<file path="src/design/spdif_pkg.sv">
// Shared constants, types and register map of the bi-phase mark framer.
// Assumes one clock at the unit-interval rate and a synchronous reset.
package spdif_pkg;

    // ======================================================
    // Framing
    localparam int UI_PER_SUB       = 64;
    localparam int SLOTS_PER_SUB    = 32;
    localparam int FRAMES_PER_BLOCK = 192;
    localparam int CS_WORDS         = 6;
    localparam int SAMPLE_W         = 24;
    localparam logic [5:0] UI_LAST   = 6'h3f;
    localparam logic [5:0] UI_DATA0  = 6'h08;
    localparam logic [7:0] FRAME_LAST = 8'hbf;

    // ======================================================
    // Preamble line patterns for a preceding state of zero
    localparam logic [7:0] PAT_CH_A  = 8'he2;
    localparam logic [7:0] PAT_CH_B  = 8'he4;
    localparam logic [7:0] PAT_BLOCK = 8'he8;

    // ======================================================
    // Channel-status bit meanings, bits 0 to 5
    localparam int CS_PROFESSIONAL = 0;
    localparam int CS_COMPRESSED   = 1;
    localparam int CS_COPY_PERMIT  = 2;
    localparam int CS_FOUR_CHAN    = 3;
    localparam int CS_PRE_EMPH     = 5;

    // ======================================================
    // Register map (byte addresses)
    localparam logic [7:0] ADDR_CTRL   = 8'h00;
    localparam logic [7:0] ADDR_STATUS = 8'h04;
    localparam logic [7:0] ADDR_AUX    = 8'h08;
    localparam logic [7:0] ADDR_CS_A   = 8'h40;
    localparam logic [7:0] ADDR_CS_B   = 8'h60;
    localparam logic [31:0] CTRL_RESET = 32'h0000_0000;
    localparam logic [3:0]  AUX_RESET  = 4'h0;
    localparam logic [31:0] CS_RESET   = 32'h0000_0000;

    // ======================================================
    // Types
    typedef struct packed {
        logic [4:0] src_bits;
        logic       validity_b;
        logic       validity_a;
        logic       status_buffer_enable;
        logic       single_channel_double_rate;
        logic       width20;
        logic       enable;
    } ctrl_t;

    typedef struct packed {
        logic [23:0] left;
        logic [23:0] right;
        logic        left_valid;
        logic        right_valid;
        logic        left_user;
        logic        right_user;
    } sample_pair_t;

    typedef enum logic [2:0] {
        ST_IDLE = 3'b001,
        ST_LOAD = 3'b010,
        ST_RUN  = 3'b100
    } state_t;

    typedef enum logic [1:0] {
        PRE_X = 2'h0,
        PRE_Y = 2'h1,
        PRE_Z = 2'h2
    } pre_sel_t;

endpackage

</file>
<file path="src/design/bmc_line_encoder.sv">
// Line-state generator: preambles in slots 0 to 3, bi-phase mark after.
// Assumes ui counts 0..63 each subframe and data_bit is the current slot.
`timescale 1ns/10ps
module bmc_line_encoder (
    // Clock and reset
    input  wire logic                 core_clk,
    input  wire logic                 rst,
    // Framer side
    input  wire logic                 run,
    input  wire logic [5:0]           ui,
    input  spdif_pkg::pre_sel_t       pre_sel,
    input  wire logic                 data_bit,
    // Line
    output logic                      line_reg
);

    // ======================================================
    // Next line state
    logic       pol_reg;
    logic       pol_now;
    logic [7:0] pat;
    logic       pat_bit;
    logic       line_next;

    assign pat = (pre_sel == spdif_pkg::PRE_Y) ? spdif_pkg::PAT_CH_B :
                 (pre_sel == spdif_pkg::PRE_Z) ? spdif_pkg::PAT_BLOCK :
                 spdif_pkg::PAT_CH_A;
    // Polarity follows the last parity half-symbol
    assign pol_now = (ui == 6'h00) ? line_reg : pol_reg;
    assign pat_bit = pat[3'h7 - ui[2:0]] ^ pol_now;
    assign line_next = !run ? 1'b0 :
                       (ui < spdif_pkg::UI_DATA0) ? pat_bit :
                       !ui[0] ? ~line_reg :
                       (data_bit ? ~line_reg : line_reg);

    always_ff @(posedge core_clk) begin
        if (rst) begin
            line_reg <= 1'b0;
            pol_reg  <= 1'b0;
        end else begin
            line_reg <= line_next;
            pol_reg  <= pol_now;
        end
    end

    // ======================================================
    // Checks
    chk_bmc_boundary: assert property (@(posedge core_clk)
        disable iff (rst) run && ui >= spdif_pkg::UI_DATA0 && !ui[0]
        |=> line_reg != $past(line_reg))
        else $error("no transition at symbol boundary");
    chk_bmc_one: assert property (@(posedge core_clk)
        disable iff (rst) run && ui >= spdif_pkg::UI_DATA0 && ui[0] &&
        data_bit |=> line_reg != $past(line_reg))
        else $error("one bit lacks mid-cell transition");
    chk_pre_first: assert property (@(posedge core_clk)
        disable iff (rst) run && ui == 6'h00 |=> line_reg != $past(line_reg))
        else $error("preamble first state equals prior state");

endmodule

</file>
<file path="src/design/spdif_subframe_encoder.sv">
// Transmit framer: APB registers, channel-status store, subframe builder.
// Assumes a 40 MHz core_clk equal to the unit-interval rate, sync reset.
`timescale 1ns/10ps
// Contract
// A frame is two subframes of 32 slots, 64 unit intervals each.
// Slots 0 to 3 of every subframe carry the preamble.
// Full width: 24-bit sample in slots 4 to 27, LSB first.
// 20-bit mode: sample in slots 8 to 27, slots 4 to 7 auxiliary.
// Sample bits the source lacks are sent as zero in low positions.
// Slot 28 holds validity: zero means fit for analog conversion.
// Validity set by buffer enable with channel control, or sample flag.
// Slot 29 holds the user flag of the matching sample.
// Slot 30 carries one status bit; 192-bit block per channel.
// Status bit 0 goes in the frame starting with block preamble.
// Slot 31 parity makes slots 4 to 31 even in ones.
// Subframe A preamble is X, or Z once every 192 frames.
// Subframe B always starts with preamble Y.
// Slots 4 to 31 are sent in bi-phase mark code.
// Each symbol's first state differs from previous second state.
// Second state repeats the first for zero, differs for one.
// Two modes: stereo at frame rate, or one channel doubled.
// User bits of A and B form one stream in sent order.
// Status bits 0-5: pro, compressed, copy, four-chan, unused, emphasis.
// Preambles X, Y, Z as eight states, inverted after a high state.
// Preamble first state differs from parity symbol's last state.
// One-cycle request for each pair before the frame; one state per clock.
module spdif_subframe_encoder (
    // Clock and reset
    input  wire logic                    core_clk,
    input  wire logic                    rst,
    // APB slave
    input  wire logic                    psel,
    input  wire logic                    penable,
    input  wire logic                    pwrite,
    input  wire logic [7:0]              paddr,
    input  wire logic [31:0]             pwdata,
    output logic                         pready,
    output logic [31:0]                  prdata,
    output logic                         pslverr,
    // Sample source
    input  spdif_pkg::sample_pair_t      sample_in,
    output logic                         sample_req,
    // Serial line
    output logic                         line_out
);

    // ======================================================
    // Registers
    spdif_pkg::ctrl_t       ctrl_reg;
    logic [3:0]             aux_reg;
    logic [31:0]            cs_a_mem [spdif_pkg::CS_WORDS];
    logic [31:0]            cs_b_mem [spdif_pkg::CS_WORDS];
    spdif_pkg::state_t      state_reg;
    spdif_pkg::sample_pair_t pair_reg;
    logic [5:0]             ui_reg;
    logic                   sub_b_reg;
    logic [7:0]             frame_reg;
    logic [27:0]            word_reg;
    logic                   pready_reg;
    logic [31:0]            prdata_reg;
    logic                   pslverr_reg;
    logic                   sample_req_reg;

    // ======================================================
    // Helpers
    // Word index of a channel-status region, or 7 when outside it
    function automatic logic [2:0] cs_index(input logic [7:0] addr,
                                            input logic [7:0] base);
        logic [7:0] off;
        off = addr - base;
        cs_index = (addr >= base && off < 8'h18 && off[1:0] == 2'h0) ?
                   off[4:2] : 3'h7;
    endfunction

    // Keep the top n bits of a 24-bit word and zero the rest, unless n is 0 or reaches the field
    function automatic logic [23:0] keep_top(input logic [23:0] s,
                                             input logic [4:0] n,
                                             input logic [4:0] field);
        logic [4:0] lost;
        // Field is MSB-aligned, so the cut counts down from bit 23
        lost = (n == 5'h00 || n >= field) ? 5'h00 : 5'h18 - n;
        keep_top = s & (24'hffffff << lost);
    endfunction

    // Slots 4..31 of one subframe, slot 4 in bit 0, parity on top
    function automatic logic [27:0] build_word(input logic [23:0] s,
                                               input logic [3:0] aux,
                                               input logic v,
                                               input logic u,
                                               input logic c,
                                               input spdif_pkg::ctrl_t k);
        logic [23:0] audio;
        logic [23:0] kept;
        logic [26:0] body;
        kept = keep_top(s, k.src_bits, k.width20 ? 5'h14 : 5'h18);
        audio = k.width20 ? {kept[23:4], aux} : kept;
        body = {c, u, v, audio};
        build_word = {^body, body};
    endfunction

    // ======================================================
    // APB decode
    logic        apb_access;
    logic        apb_done;
    logic [2:0]  cs_a_idx;
    logic [2:0]  cs_b_idx;
    logic        hit_ctrl;
    logic        hit_status;
    logic        hit_aux;
    logic        hit_any;
    logic [31:0] status_word;
    logic [31:0] read_word;

    assign apb_access = psel && penable && !pready_reg;
    assign apb_done   = psel && penable && pready_reg;
    assign cs_a_idx   = cs_index(paddr, spdif_pkg::ADDR_CS_A);
    assign cs_b_idx   = cs_index(paddr, spdif_pkg::ADDR_CS_B);
    assign hit_ctrl   = paddr == spdif_pkg::ADDR_CTRL;
    assign hit_status = paddr == spdif_pkg::ADDR_STATUS;
    assign hit_aux    = paddr == spdif_pkg::ADDR_AUX;
    assign hit_any    = hit_ctrl || hit_status || hit_aux ||
                        cs_a_idx != 3'h7 || cs_b_idx != 3'h7;
    assign status_word = {14'h0,
                          cs_a_mem[0][spdif_pkg::CS_PROFESSIONAL],
                          sub_b_reg, frame_reg, 7'h0,
                          state_reg == spdif_pkg::ST_RUN};
    assign read_word = hit_ctrl ? {19'h0, ctrl_reg.src_bits, 2'h0,
                                   ctrl_reg[5:0]} :
                       hit_status ? status_word :
                       hit_aux ? {28'h0, aux_reg} :
                       cs_a_idx != 3'h7 ? cs_a_mem[cs_a_idx] :
                       cs_b_idx != 3'h7 ? cs_b_mem[cs_b_idx] : 32'h0;

    // Answer one cycle into the access phase; write lands at the last edge
    always_ff @(posedge core_clk) begin
        if (rst) begin
            pready_reg  <= 1'b0;
            prdata_reg  <= 32'h0;
            pslverr_reg <= 1'b0;
        end else begin
            pready_reg  <= apb_access;
            prdata_reg  <= apb_access && !pwrite ? read_word : 32'h0;
            pslverr_reg <= apb_access && !hit_any;
        end
    end

    always_ff @(posedge core_clk) begin
        if (rst) begin
            ctrl_reg <= spdif_pkg::ctrl_t'(spdif_pkg::CTRL_RESET[10:0]);
            aux_reg  <= spdif_pkg::AUX_RESET;
        end else if (apb_done && pwrite && hit_ctrl) begin
            ctrl_reg <= spdif_pkg::ctrl_t'({pwdata[12:8], pwdata[5:0]});
        end else if (apb_done && pwrite && hit_aux) begin
            aux_reg <= pwdata[3:0];
        end
    end

    // Status store, 192 bits per channel in six words
    generate
        for (genvar i = 0; i < spdif_pkg::CS_WORDS; i++) begin : g_cs
            always_ff @(posedge core_clk) begin
                if (rst) begin
                    cs_a_mem[i] <= spdif_pkg::CS_RESET;
                    cs_b_mem[i] <= spdif_pkg::CS_RESET;
                end else if (apb_done && pwrite) begin
                    if (cs_a_idx == 3'(i))
                        cs_a_mem[i] <= pwdata;
                    if (cs_b_idx == 3'(i))
                        cs_b_mem[i] <= pwdata;
                end
            end
        end
    endgenerate

    // ======================================================
    // Framing counters and sequencing
    logic        at_last;
    logic        frame_wrap;
    logic [7:0]  frame_inc;
    logic [7:0]  frame_new;
    logic        keep_going;
    logic        a_cs;
    logic        b_cs;
    logic        a_val;
    logic        b_val;
    logic [27:0] word_a_new;
    logic [27:0] word_b;
    logic        data_bit;
    logic        run;
    spdif_pkg::pre_sel_t pre_sel;

    assign run        = state_reg == spdif_pkg::ST_RUN;
    assign at_last    = ui_reg == spdif_pkg::UI_LAST;
    assign frame_wrap = frame_reg == spdif_pkg::FRAME_LAST;
    assign frame_inc  = frame_wrap ? 8'h00 : frame_reg + 8'h01;
    assign frame_new  = (state_reg == spdif_pkg::ST_LOAD) ? 8'h00 : frame_inc;
    assign keep_going = ctrl_reg.enable;

    // Status bit index is the frame number; bit 0 rides the Z frame
    assign a_cs = cs_a_mem[frame_new[7:5]][frame_new[4:0]];
    // Doubled rate keeps channel A status and validity in both halves
    assign b_cs = ctrl_reg.single_channel_double_rate ?
                  cs_a_mem[frame_reg[7:5]][frame_reg[4:0]] :
                  cs_b_mem[frame_reg[7:5]][frame_reg[4:0]];
    assign a_val = (ctrl_reg.status_buffer_enable && ctrl_reg.validity_a) ||
                   sample_in.left_valid;
    assign b_val = (ctrl_reg.status_buffer_enable &&
                    (ctrl_reg.single_channel_double_rate ?
                     ctrl_reg.validity_a : ctrl_reg.validity_b)) ||
                   pair_reg.right_valid;
    // User flags simply follow the subframe order
    assign word_a_new = build_word(sample_in.left, aux_reg, a_val,
                                   sample_in.left_user, a_cs,
                                   ctrl_reg);
    assign word_b = build_word(pair_reg.right, aux_reg, b_val,
                               pair_reg.right_user, b_cs,
                               ctrl_reg);
    assign pre_sel = sub_b_reg ? spdif_pkg::PRE_Y :
                     (frame_reg == 8'h00) ? spdif_pkg::PRE_Z :
                     spdif_pkg::PRE_X;
    assign data_bit = word_reg[0];

    always_ff @(posedge core_clk) begin
        if (rst) begin
            state_reg      <= spdif_pkg::ST_IDLE;
            ui_reg         <= 6'h00;
            sub_b_reg      <= 1'b0;
            frame_reg      <= 8'h00;
            word_reg       <= 28'h0;
            pair_reg       <= '0;
            sample_req_reg <= 1'b0;
        end else begin
            sample_req_reg <= 1'b0;
            case (state_reg)
                spdif_pkg::ST_IDLE: begin
                    ui_reg    <= 6'h00;
                    sub_b_reg <= 1'b0;
                    if (ctrl_reg.enable) begin
                        sample_req_reg <= 1'b1;
                        state_reg      <= spdif_pkg::ST_LOAD;
                    end
                end
                spdif_pkg::ST_LOAD: begin
                    // Spare clock so a registered source can answer
                    if (ui_reg == 6'h00) begin
                        ui_reg <= 6'h01;
                    end else begin
                        ui_reg    <= 6'h00;
                        pair_reg  <= sample_in;
                        word_reg  <= word_a_new;
                        frame_reg <= 8'h00;
                        state_reg <= spdif_pkg::ST_RUN;
                    end
                end
                spdif_pkg::ST_RUN: begin
                    ui_reg <= ui_reg + 6'h01;
                    // Shift after the second half of each data slot
                    if (ui_reg[0] && ui_reg >= spdif_pkg::UI_DATA0)
                        word_reg <= {1'b0, word_reg[27:1]};
                    if (sub_b_reg && ui_reg == 6'h00 && keep_going)
                        sample_req_reg <= 1'b1;
                    if (at_last) begin
                        sub_b_reg <= !sub_b_reg;
                        if (!sub_b_reg) begin
                            word_reg <= word_b;
                        end else if (keep_going) begin
                            frame_reg <= frame_inc;
                            pair_reg  <= sample_in;
                            word_reg  <= word_a_new;
                        end else begin
                            // Stop only on a frame boundary
                            state_reg <= spdif_pkg::ST_IDLE;
                            frame_reg <= 8'h00;
                        end
                    end
                end
                default: state_reg <= spdif_pkg::ST_IDLE;
            endcase
        end
    end

    // ======================================================
    // Line encoder
    bmc_line_encoder u_enc (
        .core_clk (core_clk),
        .rst      (rst),
        .run      (run),
        .ui       (ui_reg),
        .pre_sel  (pre_sel),
        .data_bit (data_bit),
        .line_reg (line_out)
    );

    assign pready     = pready_reg;
    assign prdata     = prdata_reg;
    assign pslverr    = pslverr_reg;
    assign sample_req = sample_req_reg;

    // ======================================================
    // Checks
    chk_req_single_pulse: assert property (@(posedge core_clk)
        disable iff (rst) sample_req |=> !sample_req)
        else $error("sample request longer than one cycle");
    chk_frame_wrap_192: assert property (@(posedge core_clk)
        disable iff (rst) run && at_last && sub_b_reg && frame_wrap &&
        keep_going |=> frame_reg == 8'h00)
        else $error("block did not wrap after 192 frames");
    chk_frame_in_range: assert property (@(posedge core_clk)
        disable iff (rst) frame_reg <= spdif_pkg::FRAME_LAST)
        else $error("frame index out of range");
    chk_parity_even: assert property (@(posedge core_clk)
        disable iff (rst) run && ui_reg == 6'h07 |-> ^word_reg == 1'b0)
        else $error("subframe parity not even");
    chk_sub_toggle: assert property (@(posedge core_clk)
        disable iff (rst) run && at_last && !sub_b_reg
        |=> sub_b_reg && ui_reg == 6'h00)
        else $error("subframe length not 64 states");
    chk_pre_b_is_y: assert property (@(posedge core_clk)
        disable iff (rst) run && sub_b_reg |-> pre_sel == spdif_pkg::PRE_Y)
        else $error("second subframe lacks Y preamble");
    chk_req_before_frame: assert property (@(posedge core_clk)
        disable iff (rst) run && sub_b_reg && ui_reg == 6'h00 && keep_going
        |=> sample_req)
        else $error("no sample request ahead of frame");
    chk_valid_forced: assert property (@(posedge core_clk)
        disable iff (rst) run && at_last && !sub_b_reg &&
        ctrl_reg.status_buffer_enable && ctrl_reg.validity_b &&
        !ctrl_reg.single_channel_double_rate |=> word_reg[24])
        else $error("channel B validity not forced");
    chk_user_bit_b: assert property (@(posedge core_clk)
        disable iff (rst) run && at_last && !sub_b_reg
        |=> word_reg[25] == $past(pair_reg.right_user))
        else $error("user bit mismatch");

    cov_block_start: cover property (@(posedge core_clk)
        run && ui_reg == 6'h00 && pre_sel == spdif_pkg::PRE_Z);
    cov_double_rate: cover property (@(posedge core_clk)
        run && ctrl_reg.single_channel_double_rate && at_last);
    cov_width20: cover property (@(posedge core_clk)
        run && ctrl_reg.width20 && at_last);
    cov_stop: cover property (@(posedge core_clk)
        run && at_last && sub_b_reg && !keep_going);

endmodule

</file>
<file path="config.mk">
export PLATFORM = sky130hd
export DESIGN_NAME = spdif_subframe_encoder
export DESIGN_NICKNAME = d
export VERILOG_FILES = /design/src/design/spdif_pkg.sv /design/src/design/bmc_line_encoder.sv /design/src/design/spdif_subframe_encoder.sv
export SDC_FILE = /design/constraint.sdc
export NUM_CORES = 1
export LEC_CHECK = 0
export BUFFER_PORTS_ARGS = -buffer_cell sky130_fd_sc_hd__buf_2
export CORE_MARGIN = 2
export CORE_UTILIZATION = 57
export DETAILED_ROUTE_END_ITERATION = 7
export PLACE_DENSITY = 0.76
export SYNTH_ARGS = -nofsm -noshare
export SYNTH_HDL_FRONTEND = slang
export SYNTH_SLANG_ARGS = --single-unit
</file>
<file path="constraint.sdc">
create_clock -name core_clk -period 4.5 [get_ports core_clk]
set_input_delay 0.225 -clock core_clk [delete_from_list [all_inputs] [get_ports core_clk]]
set_output_delay 0.225 -clock core_clk [all_outputs]
set_load 0.02 [all_outputs]
</file>
# == Word-level counts from Yosys, hierarchy flattened ==
# Memory sizes are Yosys's and may differ from the RTL's. A register that Yosys moved wholly into a read port is not among the register bits.
# Index checks and enable logic that the tools add are counted.
# word_totals
mem_count,2
word_cells,267
ramBits,384
ff_bits,124
# op_classes
shift,1
eq_ne,28
n_bitwise,19
n_reduce_logical,51
muxes,126
addsub,6
n_lt_le_gt_ge,10
# mem_list
memory,words,word_bits,rd,rd_clocked_by_memory_dff,wr,line_no,text
cs_a_mem,6,32,4,1,6,spdif_subframe_encoder.sv:51,logic [31:0] cs_a_mem [spdif_pkg::CS_WORDS];
cs_b_mem,6,32,2,1,6,spdif_subframe_encoder.sv:52,logic [31:0] cs_b_mem [spdif_pkg::CS_WORDS];
# op_table
cell,count
$mux 32,14
$mux 28,9
$pmux 28 s2,2
$mux 1,64
$mux 8,7
$reduce_xor 27->1,2
$and 24x24->24,2
$mux 18,2
$mux 3,11
$shl 24x5->24 const A,1
$pmux 6 s3,1
$logic_and 1x1->1,17
$ge 8x7->1 const B,2
$logic_not 8->1,2
$lt 8x5->1 const B,2
$mux 4,4
$pmux 8 s2,1
$sub 8x7->8 const B,2
$bmux 1 s5,3
$eq 3x2->1 const B,5
$eq 3x3->1 const B,5
$mux 13,1
$lt 5x6->1 const B,2
$ne 2x2->1 const B,6
39 further kinds,74

# == Logic depth before layout (Yosys ltp) ==
# Gate-level depths: netlist of run 1.
# depth
depth_word,12
depth_mapped,17

# == Hierarchy ==
# A second synthesis of run 1 with hierarchy kept.
# unflattened
cells_unflattened,2932
area_unflattened_um2,30588.1
# modules_own_cells
mod,seq_area_each_um2,area_each_um2,cells_per_inst,instances
spdif_subframe_encoder,14033.5,30392.9,2907,1
bmc_line_encoder,40.0,195.2,25,1

# == Least setup slack after synthesis of run 1 ==
# No wires, ideal clock.
# synth_path
path_type,input to register
start,in paddr[5]
end,"mem cs_b_mem[5][0], enable pin"
path_buffers,2
slack_ns,0.152
path_stages,9
arrival_ns,3.877
t_required_ns,4.030
path_cell_list,inv_1 > ha_1 > nand2_1 > nor3_1 > nand3_1 > or2_2 > clkbuf_1 > clkbuf_1 > o31ai_1
# synth_rtl
item,line_no,text
start: declaration,spdif_subframe_encoder.sv:35,"input wire logic [7:0] paddr,"
end: declaration,spdif_subframe_encoder.sv:52,

==> results of run 1 <==
-- critical path, cell delays in order, from the launching register on --
cell	delay, ns
dfxtp_1	0.45
inv_1	0.14
buf_4	0.46
nand2_1	0.69
o221ai_1	0.59
a211oi_1	0.15
a31o_2	0.25
o31ai_1	0.48
buf_4	0.20
o21ai_0	0.12
xor2_1	0.23
xnor2_1	0.14
a221o_1	0.32
-- metrics by stage --
stage               cells  setup slack (ns)  util [%]  hold WS [ns]  area, um^2
floorplan            2933             0.152         -         0.321       29900
global placement     3625             0.105      61.5         0.443       31800
detailed placement   3625             0.153      61.5         0.451       31800
CTS                  3768             0.119      65.8       0.00278       34000
global route         3769           0.00266      65.8        0.0138       34000
finish               3775             0.136      65.9        0.0169       34000
-- path summary, 6_finish.rpt --
kind,startpoint,to,slack [ns]
worst max register to register,flop,word_reg[27],0.14
worst min-delay path,pwdata[2],ctrl_reg[2],0.02
worst max-delay path,flop,word_reg[27],0.14
worst min register to register,pair_reg[9],pair_reg[9],0.46
-- final cells by class --
cell class | instances | area (um^2) | area share [%]
clock inverter | 22 | 231 | 0.681
tap | 680 | 851 | 2.50
timing repair buffer | 312 | 2210 | 6.50
multi-input combinational | 2133 | 14900 | 43.9
antenna | 7 | 17.5 | 0.0515
inverter | 31 | 116 | 0.342
clock buffer | 79 | 1550 | 4.57
sequential | 511 | 14100 | 41.4
-- power by group --
group | switching, uW | leakage [uW] | total (uW) | internal [uW]
logic | 421 | 0.00636 | 674 | 254
clock network | 1950 | 0.000866 | 4530 | 2570
registers | 103 | 0.00503 | 5270 | 5170
-- cells in the final DEF, fill, tap and decap left out, types with 123 or more instances in the layout --
| cell type | count |
|---|---|
| edfxtp_1 | 384 |
| a21oi_1 | 150 |
| and2_1 | 391 |
| mux2i_1 | 172 |
| o21ai_0 | 123 |
| dfxtp_1 | 124 |
| nand2_1 | 261 |
| buf_4 | 133 |
| nor2_1 | 179 |
| buf_2 | 130 |
-- metal layers --
layer / vias to the layer above / part of all wire [%] / track usage, %
met1: 13000 / 37 / 57.0
met2: 2153 / 45 / 66.0
met5: - / 0.0068 / 0
met3: 436 / 13 / 11.4
met4: 2 / 5.0 / 19.8
li1: 11200 / - / -
-- kinds of logic (layout without fill, tap and decap cells) --
group           count (synthesis)  after routing  share of synthesized area [%]
other cells                     0              7                              0
mux                           279            279                           12.6
fa+ha+maj                       9              9                          0.376
xor+xnor                       56             56                           1.82
simple gates                 1065           1065                           18.1
compound gates                724            724                           16.2
flops                         511            511                           47.0
buf+inv                       289            444                           3.85
-- repair_timing --
action	4_1_cts	5_1_grt
setup endpoints to repair	0	1
hold endpoints to repair	45	0
hold buffers	42	0
gates resized for setup	0	2
==> reports/results.txt, run 1 <==
unrepaired setup endpoints after global routing = false
Final Hold Vio Count = 0
max-cap viol count = 0
Die Height = 233 um
Worst VDD drop = 474 uV
initial cell density of the core = 58.0%
Final min period = 4.36 ns
element type at the critical path end = flop
ys flop type = edfxtp_1
Fmax achieved = 229 MHz
Post-synth ARST share = 0%
CTS buffer count = 54
CTS clk-pin slew, worst paths = 0.06 ns
largest net degree at the start of global routing = 68
First DRT Iteration DRCs = 4,305
number of global-route vias before repair = 25,800
Setup violations, final = 0
synth top area cells = edfxtp_1 (39%), dfxtp_1 (8.5%), and2_1 (8.2%)
final antenna-violating net count = 0
Wirelength per Cell = 31.2 um
core area = 51,600 um^2
setup_tns = 0 ns
post-synthesis sequential area ratio = 47.0%
crit start category = flop
final layout net count = 3,149
CP required = 5.02 ns
post-CTS setup buffers = 0
Tot Pwr = 10,500 uW
site row count = 83
global-route wire length before repair = 170,000 um
number of synthesized flops with an enable pin = 384
hold crit path type = in2reg
Residual DRC = 0
crit path kind = reg2reg
Vias/cell = 7.10
CTS Sinks = 511
HPWL Detailed = 82,400 um
global placer's final weighted congestion = 1.05
clock skew = 0.0311 ns
TritonCTS clock tree = done
crit path DAT = 4.88 ns
Root Driver = clkbuf_16
initial antenna violation count = 8
#FFs+latches synth = 511
Fillers = 3,931
syn_nets = 3,039
Syn Std Cell Area = 29,900 um^2
Synth top cells by count = and2_1 (391), edfxtp_1 (384), nand2_1 (261)
Die Area = 54,400 um^2
vias post-DR = 26,800
leakage power = 0.0123 uW
post-synth top area cell = edfxtp_1
CP max FO = 30
instance count of the mapped netlist = 2,933
Post-Route WL = 118,000 um
num ports = 133
synth warn = 0
hold path depth = 3
Pre-antenna DRT Iters = 7
Final Max Slew Viols = 0
layout cell share with drive strength beyond 1 = 16.5%
syn avg cell area = 10.2 um^2
GRT Total Usage = 43.0%
post-synth top area share = 38.5%
Die W = 233 um
Final period util = 97.0%
slew margin rel. = 24.0%
Least-Margin Pin Slew = 1.14 ns
Register-to-Register Path Depth = 12
unique cell type count in the Yosys netlist = 79
outcome = finished clean
Congestion Overflow GR = 0
input/output buffers = 132
Area growth syn-to-layout = 13.6%
H-tree depth = 2
pwr/cell area = 308 nW/um^2
cell with the most instances after synthesis = and2_1
Worst-Skew Late Latency = 0.65 ns
CTS Buffer Depth = 3
Note: power is estimated with default switching activity, not from simulation.
==> inputs of run 2 (changes only) <==
==> constraint.sdc (replaced) <==
create_clock -name core_clk -period 4.5 [get_ports core_clk]
set_input_delay 0.45 -clock core_clk [delete_from_list [all_inputs] [get_ports core_clk]]
set_output_delay 0.45 -clock core_clk [all_outputs]
set_load 0.02 [all_outputs]
==> run 2 against run 1 <==
Effect of this change:
- count of clock-buffer cells in the layout shrank 11
- core utilization shrank 0.92 points
- final cell count shrank 1.1%
==> reports/results.txt, run 2 (synthesized netlist as in run 1, its figures left out) <==
Die Height = 233 um (unchanged)
crit start category = flop (unchanged)
vias post-DR = 26,500 (was 26,800)
largest net degree at the start of global routing = 87 (was 68)
Buf+Inv Stages, Crit Path = 1 (was 3)
Final period util = 98.0% (was 97.0%)
Post-Route WL = 115,000 um (was 118,000 um)
outcome = finished clean (unchanged)
min-delay src = sample_in[24] (was pwdata[2])
Wirelength per Cell = 30.9 um (was 31.2 um)
Area growth syn-to-layout = 12.0% (was 13.6%)
Fmax achieved = 227 MHz (was 229 MHz)
FF-to-FF setup slack = 0.09 ns (was 0.14 ns)
final hold slack = 0.0369 ns (was 0.0169 ns)
# hold bufs at CTS = 0 (was 42)
Pre-antenna DRT Iters = 8 (was 7)
initial cell density of the core = 58.0% (unchanged)
Die W = 233 um (unchanged)
Worst VDD drop = 363 uV (was 474 uV)
CP max-delay cell = dfxtp_4 (was nand2_1)
Die Area = 54,400 um^2 (unchanged)
Final Hold Vio Count = 0 (unchanged)
critical path's top delay family = compound AO/OA/AOI/OAI gates (unchanged)
CP max FO = 53 (was 30)
core area = 51,600 um^2 (unchanged)
final antenna-violating net count = 0 (unchanged)
CTS Sinks = 511 (unchanged)
Tot Pwr = 10,400 uW (was 10,500 uW)
num ports = 133 (unchanged)
input/output buffers = 132 (unchanged)
layout cell share with drive strength beyond 1 = 17.0% (was 16.5%)
H-tree depth = 2 (unchanged)
pwr/cell area = 309 nW/um^2 (was 308 nW/um^2)
Residual DRC = 0 (unchanged)
HPWL Detailed = 82,000 um (was 82,400 um)
Worst-Skew Late Latency = 0.66 ns (was 0.65 ns)
Setup violations, final = 0 (unchanged)
unrepaired setup endpoints after global routing = false (unchanged)
Worst R2R End = word_reg[27] (unchanged)
crit path DAT = 4.96 ns (was 4.88 ns)
leading cell type in the layout, fill and taps excluded = and2_1 (unchanged)
global placer's final weighted congestion = 1.06 (was 1.05)
Final Max Slew Viols = 0 (unchanged)
Root Driver = clkbuf_16 (unchanged)
GRT Total Usage = 42.1% (was 43.0%)
First DRT Iteration DRCs = 3,885 (was 4,305)
crit-path cells = buf_4 -> mux4_2 -> o22ai_1 -> nor3_1 -> nor3_1 -> o311a_1 -> o21ai_0 -> xor2_1 -> xnor2_1 -> a221o_1 (was inv_1 -> buf_4 -> nand2_1 -> o221ai_1 -> a211oi_1 -> a31o_2 -> o31ai_1 -> buf_4 -> o21ai_0 -> xor2_1 -> xnor2_1 -> a221o_1)
leakage power = 0.0121 uW (was 0.0123 uW)
Least-Margin Pin Slew = 1.15 ns (was 1.14 ns)
most used cell, CP = nor3_1 (was buf_4)
Hold EP = pair_reg[24] (was ctrl_reg[2])
crit path kind = reg2reg (unchanged)
Area after DPL = 31,800 um^2 (about the same)
CP required = 5.05 ns (was 5.02 ns)
fin util = 64.9% (was 65.9%)
CTS buffer count = 53 (was 54)
CTS Buffer Depth = 3 (unchanged)
critical path's largest stage delay = 0.97 ns (was 0.69 ns)
Register-to-Register Path Depth = 10 (was 12)
commonest cells after routing, fill and taps aside = and2_1 (391), edfxtp_1 (384), nand2_1 (261) (unchanged)
global-route wire length before repair = 168,000 um (was 170,000 um)
Final min period = 4.41 ns (was 4.36 ns)
clock skew = 0.0222 ns (was 0.0311 ns)
final layout net count = 3,108 (was 3,149)
element type at the critical path end = flop (unchanged)
Finished Cell Area = 33,500 um^2 (was 34,000 um^2)
slew margin rel. = 23.5% (was 24.0%)
Vias/cell = 7.09 (was 7.10)
Congestion Overflow GR = 0 (unchanged)
CTS clk-pin slew, worst paths = 0.07 ns (was 0.06 ns)
initial antenna violation count = 6 (was 8)
hold crit path type = in2reg (unchanged)
TritonCTS clock tree = done (unchanged)
number of global-route vias before repair = 25,100 (was 25,800)
hold path depth = 3 (unchanged)
site row count = 83 (unchanged)
max-cap viol count = 0 (unchanged)
run 2: worst min-delay path, cell delays in order:
cell and delay [ns]:
buf_2 0.10, nand2_1 0.04, a21oi_1 0.05
run 2: report_power, final:
part | switching (uW) | leakage (uW) | total (uW) | internal, uW
logic | 409 | 0.00619 | 639 | 231
registers | 101 | 0.00503 | 5270 | 5160
clock network | 2010 | 0.000861 | 4470 | 2460
total | 2520 | 0.0121 | 10400 | 7850
run 2: worst max path at each step:
stage / cells past startpoint / to
after global placement: 10 / word_reg[27]
after global routing: 13 / word_reg[27]
after floorplan: 7 / cs_a_mem[3][0]
final: 10 / word_reg[27]
after CTS: 13 / word_reg[27]
after detailed placement: 13 / word_reg[27]
run 2: through the flow:
stage	instances	setup TNS, ns	setup WS, ns
after floorplan	2933	-6.57	-0.0543
after detailed placement	3627	0	0.311
after CTS	3726	0	0.292
after global placement	3627	0	0.279
after global routing	3729	0	0.0300
final	3733	0	0.0888
run 2: per-layer routing:
layer / track usage, % / wire length [um] / up-vias / share of wire [%]
met1: 57.2 / 43400 / 12800 / 38
li1: - / - / 11100 / -
met2: 64.8 / 51800 / 2088 / 45
met5: 0 / 56 / - / 0.049
met3: 9.92 / 14400 / 399 / 12
met4: 18.1 / 5660 / 6 / 4.9
run 2: what timing repair did:
item,4_1_cts,5_1_grt
setup endpoints to repair,0,1
buffers inserted,0,0
gates resized for setup,0,1
run 2: final cells by class:
| type | count | area [um^2] |
|---|---|---|
| clock inverters | 31 | 283 |
| repair buffers | 272 | 1790 |
| clock buffers | 68 | 1450 |
| inverters | 31 | 116 |
| diodes | 7 | 17.5 |
| flip-flops and latches | 511 | 14100 |
| fillers | 3997 | 18100 |
| well taps | 680 | 851 |
| multi-input cells | 2133 | 14900 |
